[config.mk]
export PLATFORM = sky130hd
export DESIGN_NAME = emps_port
export DESIGN_NICKNAME = d
export VERILOG_FILES = /design/src/inc/emps_pkg.sv /design/src/emps_sync.sv /design/src/emps_port.sv
export SDC_FILE = /design/constraint.sdc
export NUM_CORES = 1
export LEC_CHECK = 0
export BUFFER_PORTS_ARGS = -buffer_cell sky130_fd_sc_hd__buf_2
export CORE_ASPECT_RATIO = 1.75
export CORE_MARGIN = 2
export CORE_UTILIZATION = 35
export CTS_CLUSTER_SIZE = 25
export DETAILED_ROUTE_END_ITERATION = 6
export SYNTH_ARGS = -nofsm -noshare
export SYNTH_HDL_FRONTEND = slang
export SYNTH_HIERARCHICAL = 1
export SYNTH_SLANG_ARGS = --single-unit
[constraint.sdc]
create_clock -name i_clock -period 2.2 [get_ports i_clock]
set_clock_uncertainty 0.05 [all_clocks]
set_input_delay 0.22 -clock i_clock [delete_from_list [all_inputs] [get_ports i_clock]]
set_output_delay 0.22 -clock i_clock [all_outputs]
set_load 0.05 [all_outputs]
[src/inc/emps_pkg.sv]
package emps_pkg;
	localparam logic [3:0] TXD_IDLE    = 4'h0;
	localparam logic       LOW         = 1'b0;
	localparam logic       HIGH        = 1'b1;
	localparam int         CLK_HZ      = 50000000;
	localparam int         MDC_HZ      = 2500000;
	localparam int         MDC_HALF    = CLK_HZ / (2 * MDC_HZ);
	localparam logic [4:0] MDC_HALF_M1 = 5'(MDC_HALF - 1);
	localparam logic [1:0] SYNC_IDLE   = 2'h0;
endpackage

[src/emps_sync.sv]
`timescale 1ns/1ps
// ------------------------------------------------------------
// Two-flop synchroniser for pin inputs
// ------------------------------------------------------------
module emps_sync #(
	parameter int W = 1
) (
	input  wire logic         i_clock,
	input  wire logic         i_rst,
	input  wire logic [W-1:0] i_async,
	output logic      [W-1:0] o_sync
);
	logic [W-1:0] stage1;
	logic [W-1:0] stage2;

	// The stages are deliberately not cleared by reset.
	// The strap level must reach the port logic while reset is still held.
	always_ff @(posedge i_clock)
	begin
		stage1 <= i_async;
		stage2 <= stage1;
	end

	assign o_sync = stage2;
endmodule

[src/emps_port.sv]
`timescale 1ns/1ps
// ------------------------------------------------------------
// External MII port select
// ------------------------------------------------------------
// Notes on behaviour
// - Transmit nibble goes to the PHY, held low when internal PHY selected.
// - Transmit enable marks valid data, held low when internal PHY selected.
// - With management select set, MDIO is the bidirectional management data line.
// - MDC carries the management clock when selected, low otherwise.
// - MDIO is released to high impedance when management select is clear.
// - MDIO doubles as a strap telling whether an external PHY is fitted.
module emps_port (
	input  wire logic       i_clock,
	input  wire logic       i_rst,
	input  wire logic       i_internal_phy_sel,
	input  wire logic       i_ext_mgmt_port_select,
	input  wire logic [3:0] i_mac_txd,
	input  wire logic       i_mac_tx_en,
	input  wire logic       i_mac_mdio_out,
	input  wire logic       i_mac_mdio_oe,
	input  wire logic       i_tx_clk,
	input  wire logic       i_rx_clk,
	input  wire logic [3:0] i_rxd,
	input  wire logic       i_rx_dv,
	input  wire logic       i_rx_er,
	input  wire logic       i_col,
	input  wire logic       i_crs,
	input  wire logic       i_mdio,
	output logic      [3:0] o_txd,
	output logic            o_tx_en,
	output logic            o_mdc,
	output logic            o_mdio,
	output logic            o_mdio_oe,
	output logic      [3:0] o_mac_rxd,
	output logic            o_mac_rx_dv,
	output logic            o_mac_rx_er,
	output logic            o_mac_col,
	output logic            o_mac_crs,
	output logic            o_mac_mdio_in,
	output logic            o_mac_rx_strobe,
	output logic            o_mac_tx_strobe,
	output logic            o_external_phy_strap
);
	// ------------------------------------------------------------
	// Pin synchronisers
	// ------------------------------------------------------------
	logic [11:0] pins_sync;

	emps_sync #(.W(12)) u_sync (
		.i_clock (i_clock),
		.i_rst   (i_rst),
		.i_async ({i_tx_clk, i_rx_clk, i_rxd, i_rx_dv, i_rx_er, i_col, i_crs, i_mdio, 1'b0}),
		.o_sync  (pins_sync)
	);

	typedef enum logic [1:0] {
		ST_RESET = 2'h0,
		ST_RUN   = 2'h1
	} emps_state_t;

	typedef struct packed {
		emps_state_t state;
		logic        strap;
		logic [3:0]  txd;
		logic        tx_en;
		logic        mdc;
		logic        mdio;
		logic        mdio_oe;
		logic [4:0]  mdc_cnt;
		logic        tx_clk_d;
		logic        rx_clk_d;
		logic [3:0]  rxd;
		logic        rx_dv;
		logic        rx_er;
		logic        col;
		logic        crs;
		logic        mdio_in;
		logic        rx_strobe;
		logic        tx_strobe;
	} emps_regs_t;

	emps_regs_t r;
	emps_regs_t next_r;

	// ------------------------------------------------------------
	// Next-state logic
	// ------------------------------------------------------------
	always_comb
	begin
		next_r = r;
		next_r.tx_clk_d  = pins_sync[11];
		next_r.rx_clk_d  = pins_sync[10];
		// PHY clocks are sampled, so 25 MHz needs the 50 MHz clock at its edge of capability.
		next_r.rx_strobe = pins_sync[10] & ~r.rx_clk_d;
		next_r.tx_strobe = pins_sync[11] & ~r.tx_clk_d;
		if (next_r.rx_strobe)
		begin
			next_r.rxd   = pins_sync[9:6];
			next_r.rx_dv = pins_sync[5];
			next_r.rx_er = pins_sync[4];
		end
		next_r.col     = pins_sync[3];
		next_r.crs     = pins_sync[2];
		next_r.mdio_in = pins_sync[1];
		case (r.state)
			ST_RESET:
			begin
				next_r.state = ST_RUN;
			end
			ST_RUN:
			begin
				next_r.state = ST_RUN;
			end
			default:
			begin
				next_r.state = ST_RESET;
			end
		endcase
		if (i_internal_phy_sel)
		begin
			next_r.txd   = emps_pkg::TXD_IDLE;
			next_r.tx_en = emps_pkg::LOW;
		end
		else
		begin
			next_r.txd   = i_mac_txd;
			next_r.tx_en = i_mac_tx_en;
		end
		if (i_ext_mgmt_port_select && r.state == ST_RUN)
		begin
			next_r.mdio    = i_mac_mdio_out;
			next_r.mdio_oe = i_mac_mdio_oe;
			if (r.mdc_cnt == emps_pkg::MDC_HALF_M1)
			begin
				next_r.mdc_cnt = '0;
				next_r.mdc     = ~r.mdc;
			end
			else
			begin
				next_r.mdc_cnt = r.mdc_cnt + 5'h1;
			end
		end
		else
		begin
			next_r.mdio    = emps_pkg::LOW;
			next_r.mdio_oe = emps_pkg::LOW;
			next_r.mdc     = emps_pkg::LOW;
			next_r.mdc_cnt = '0;
		end
	end

	// ------------------------------------------------------------
	// State register
	// ------------------------------------------------------------
	always_ff @(posedge i_clock)
	begin
		if (i_rst)
		begin
			r <= '0;
			// The strap is caught by a clocked sample while reset is held; MDIO is undriven then.
			r.strap <= pins_sync[1];
		end
		else
		begin
			r <= next_r;
		end
	end

	assign o_txd                = r.txd;
	assign o_tx_en              = r.tx_en;
	assign o_mdc                = r.mdc;
	assign o_mdio               = r.mdio;
	assign o_mdio_oe            = r.mdio_oe;
	assign o_mac_rxd            = r.rxd;
	assign o_mac_rx_dv          = r.rx_dv;
	assign o_mac_rx_er          = r.rx_er;
	assign o_mac_col            = r.col;
	assign o_mac_crs            = r.crs;
	assign o_mac_mdio_in        = r.mdio_in;
	assign o_mac_rx_strobe      = r.rx_strobe;
	assign o_mac_tx_strobe      = r.tx_strobe;
	assign o_external_phy_strap = r.strap;
endmodule

# After elaboration in Yosys (flattened, before gate mapping)
# Cells that the tools add are included.
# Widths: inputs -> output; s select.
dict set report word_totals {
  output_inout_bits 20
  ff_bits 51
  wordCells 36
  input_bits 22
}
dict set report classes {
  n_reduce_logical 6
  bitwise_logic 6
  mux 1
  eq_ne 2
  add_sub_neg 1
}
# cell n
set ops {}
lappend ops {{$reduce_or 2->1} 3}
lappend ops {{$add 5x1->5 const B} 1}
lappend ops {{$eq 5x4->1 const B} 1}
lappend ops {{$not 1->1} 4}
lappend ops {{$reduce_or 3->1} 1}
lappend ops {{$and 1x1->1} 2}
lappend ops {{$eq 2x1->1 const B} 1}
lappend ops {{$logic_not 2->1} 1}
lappend ops {{$logic_and 1x1->1} 1}
lappend ops {{$mux 1} 1}

# Longest topological paths before layout
dict set report logic_depth {
  depth_word 4
  ltp_mapped 5
  ltp_nobuf 5
}

# Modules after synthesis
# The synthesis kept the hierarchy.
# module seq_area_each_um2 cells_per_inst area_each_um2 n_inst
set by_module_without_submodules {}
lappend by_module_without_submodules {emps_port 570.5 87 983.4 1}
lappend by_module_without_submodules {emps_sync 480.5 24 480.5 1}

# Worst setup path before layout
# OpenSTA, ideal clock, no wires.
dict set report synth_timing {
  kind {reg-to-reg}
  startpoint {reg r[13] (netlist name)}
  endpoint {reg r[15] (netlist name)}
  path_slack_ps 1110
  setup_ps 115
  arrival_ps 925
  required_ps 2035
  path_stages_with_launch 5
  synth_period_minus_slack_ps 1090
  n_path_buf 0
  path_cell_list {dfxtp_1 -> ha_1 -> and4bb_4 -> nand2b_4 -> nor2_2}
}
dict set report synth_between {
  elab_chain_len 2
  word_cells_on_any_way 3
  classes_between {add/sub: 1; eq/ne: 1; reduce/logical: 1}
}
# item line
set synth_rtl {}
lappend synth_rtl {{start, declared} emps_port.sv:82} ;# emps_regs_t r;
lappend synth_rtl {{start signal, assigned} emps_port.sv:165} ;# r <= next_r;
lappend synth_rtl {{branches (longest 2 deep; another with $add 5x1->5)} --}
# Several ways; the timed one is not identified.
# A chain may end at the register's enable or synchronous reset.

# Worst setup path after layout
dict set report layout_timing {
  startpoint {reg u_sync.stage2[10] (netlist: u_sync/o_sync[10])}
  endpoint {reg r (netlist bit o_mac_rxd[0])}
}
dict set report layout_between {
  elab_chain_len 1
}
# item line
set layout_rtl {}
lappend layout_rtl {{start, declared} emps_sync.sv:14} ;# logic [W-1:0] stage2;
lappend layout_rtl {{start signal, assigned} emps_sync.sv:21} ;# stage2 <= stage1;
lappend layout_rtl {{$and 1x1->1} emps_port.sv:94} ;# next_r.rx_strobe = pins_sync[10] & ~r.rx_clk_d;
# No other way between the ends.

==> key figures <==
GRT
  • GRT Total Usage: 0.101
  • Grt ovf: 0
  • First-pass GRT wire length: roughly 3300 um
  • Largest net degree at the start of global routing: 16
  • Antenna violations before repair: 0
  • Vias in the first global route: 807

Pwr
  • Pwr/cell area: between 900 and 1000 nW/um2
  • Leak pwr: ~0.84 nW
  • Worst IR drop on VDD: between 0.6 and 0.7 mV

Critical path
  • CP Capture Type: flip-flop
  • WP data required: between 2 and 2.5 ns
  • Critical Setup Path Class: flip-flop to flip-flop
  • CP arrival: 1.49 ns
  • Crit-path cells: nor2b_1, mux2i_1, nor2_1
  • Crit path largest cell delay: about 0.54 ns
  • Crit-path max FO: 6
  • Slowest CP cell: nor2b_1
  • Startpoint types: flip-flop

Floorplan
  • I/O pin total: 42
  • Core ar.: approximately 3900 um2
  • Starting Density: 0.364
  • Die Y-Extent: between 80 and 90 um
  • Die X: between 50 and 60 um
  • Die area: roughly 4600 um2
  • Rows: 30

Finish
  • ANT cells: 0
  • Commonest non-fill, non-tap cell in the layout: dfxtp_1
  • Fillers: 367
  • Layout cells sized above 1: 0.354
  • Most frequent cells in the layout: 49 x dfxtp_1, 41 x buf_2, 11 x dlygate4sd3_1
  • Nets: 181
  • Synth-to-layout area growth: 29.5%

Timing
  • Achievable Freq: between 0.7 and 0.8 GHz
  • Final min period: roughly 1.4 ns
  • Crit share post-route: 0.621
  • Sum Neg Setup Slack: 0 ns
  • Final setup violation count: 0
  • Worst relative slew slack: 0.566
  • Final Hold Vio Count: 0
  • Slew @ Worst Pin: ~0.65 ns
  • Final slew viol count: 0
  • Setup ws final: ~0.83 ns
  • RSZ-0062 raised after global routing: false

Placed design
  • Quantity of I/O buffers inserted on ports: 41
  • Hpwl dp: 1400 um
  • GPL Wtd Cong: around 0.63
  • Setup WS pre-CTS: about 0.8 ns

Clock network
  • CTS tree: yes
  • CTS Sinks: 50
  • Post-CTS sizing: 0
  • Htree depth: 2
  • CTS max path bufs: 2
  • Clock latency on the worst-skew pair: ~0.29 ns
  • CTS Buf Count: 5
  • Reg clk slew, reported paths: roughly 0.080 ns
  • CTS Root Cell: clkbuf_8

Detailed routing
  • Total Wirelength: 2010 um
  • Vias per Instance: around 4.1
  • DR WL/cell: a little under 10 um
  • 1st-pass router iterations: 3
  • Post-route ant nets: 0
  • DR vias: about 840
  • DRT iter0 DRCs: 2
  • Residual DRC: 0

Outcome
  • Status: finished clean

Logic synthesis
  • Synthesized Nets: roughly 130
  • Synthesized area per cell: 13.1 um2
  • YS warnings: 6
  • Post-synthesis cell area: between 1000 and 1500 um2
  • Post-Synthesis Cells: about 110

Hold path
  • Hold Path Class: primary input to flip-flop

Run
  • Max Cap Viol: 0
[flip-flops by register name, summed over array words and instances, names as in the netlist]
register / cells
o_mdio: 1
o_txd: 4
u_sync/o_sync: 11
o_mac_crs: 1
o_mac_rx_er: 1
u_sync/stage1: 11
o_tx_en: 1
o_mdc: 1
o_external_phy_strap: 1
o_mac_col: 1
o_mdio_oe: 1
o_mac_rxd: 4
o_mac_tx_strobe: 1
o_mac_rx_dv: 1
o_mac_mdio_in: 1
o_mac_rx_strobe: 1
r: 8
[report_power, final]
part | switching (W) | internal (W) | leakage [nW]
Clock | 0.000268 | 0.000370 | 0.0585
Combinational | 0.0000906 | 0.0000527 | 0.361
Sequential | 0.0000127 | 0.000950 | 0.417
Total | 0.000371 | 0.00137 | 0.837
[final cells by class]
type / instances / area, um2 / share of cell area
sequential: 50 / 1010 / 0.550
multi-input combinational: 46 / 329 / 0.179
timing repair buffer: 52 / 315 / 0.171
clock buffer: 7 / 86.3 / 0.0469
tap: 48 / 60.1 / 0.0327
clock inverter: 1 / 30.0 / 0.0163
inverter: 2 / 7.51 / 0.00408
[stage by stage]
| step | cell area [um2] | instances | power (W) | hold slack, ns | util |
|---|---|---|---|---|---|
| 2_1_floorplan | 1420 | 108 | 0.00108 | 0.198 | - |
| 3_3_place_gp | 1610 | 187 | 0.00111 | 0.261 | 0.413 |
| 3_5_place_dp | 1610 | 187 | 0.00111 | 0.262 | 0.413 |
| 4_1_cts | 1840 | 206 | 0.00177 | 0.0613 | 0.471 |
| 5_1_grt | 1840 | 206 | 0.00182 | 0.0596 | 0.471 |
| 6_report | 1840 | 206 | 0.00174 | 0.0741 | 0.471 |
[path summary, 6_finish.rpt]
kind                       to               from  slack [ns]  cells past startpoint
max              o_mac_rxd[0]  u_sync/o_sync[10]        0.83                      3
min                  o_txd[2]       i_mac_txd[2]        0.07                      2
max reg2reg      o_mac_rxd[0]  u_sync/o_sync[10]        0.83                      3
min reg2reg  u_sync/o_sync[8]   u_sync/stage1[8]        0.28                      0
[routing by layer]
metal,vias to the layer above,wire (um),GRT usage
met5,-,0,0
met4,0,72,0.0746
li1,427,-,-
met2,25,1080,0.175
met1,376,731,0.0908
met3,7,119,0.0405
[critical path, delay by kind of cell, from the launching register on]
kind | cells | cell delay [ns]
flops | 1 | 0.33
mux | 1 | 0.27
simple gates | 2 | 0.60
[what timing repair did]
action	in CTS	in global routing
endpoints found under the hold margin	11	0
buffers inserted	0	0
hold buffers	11	0
Power figures use the tool's default switching activity.
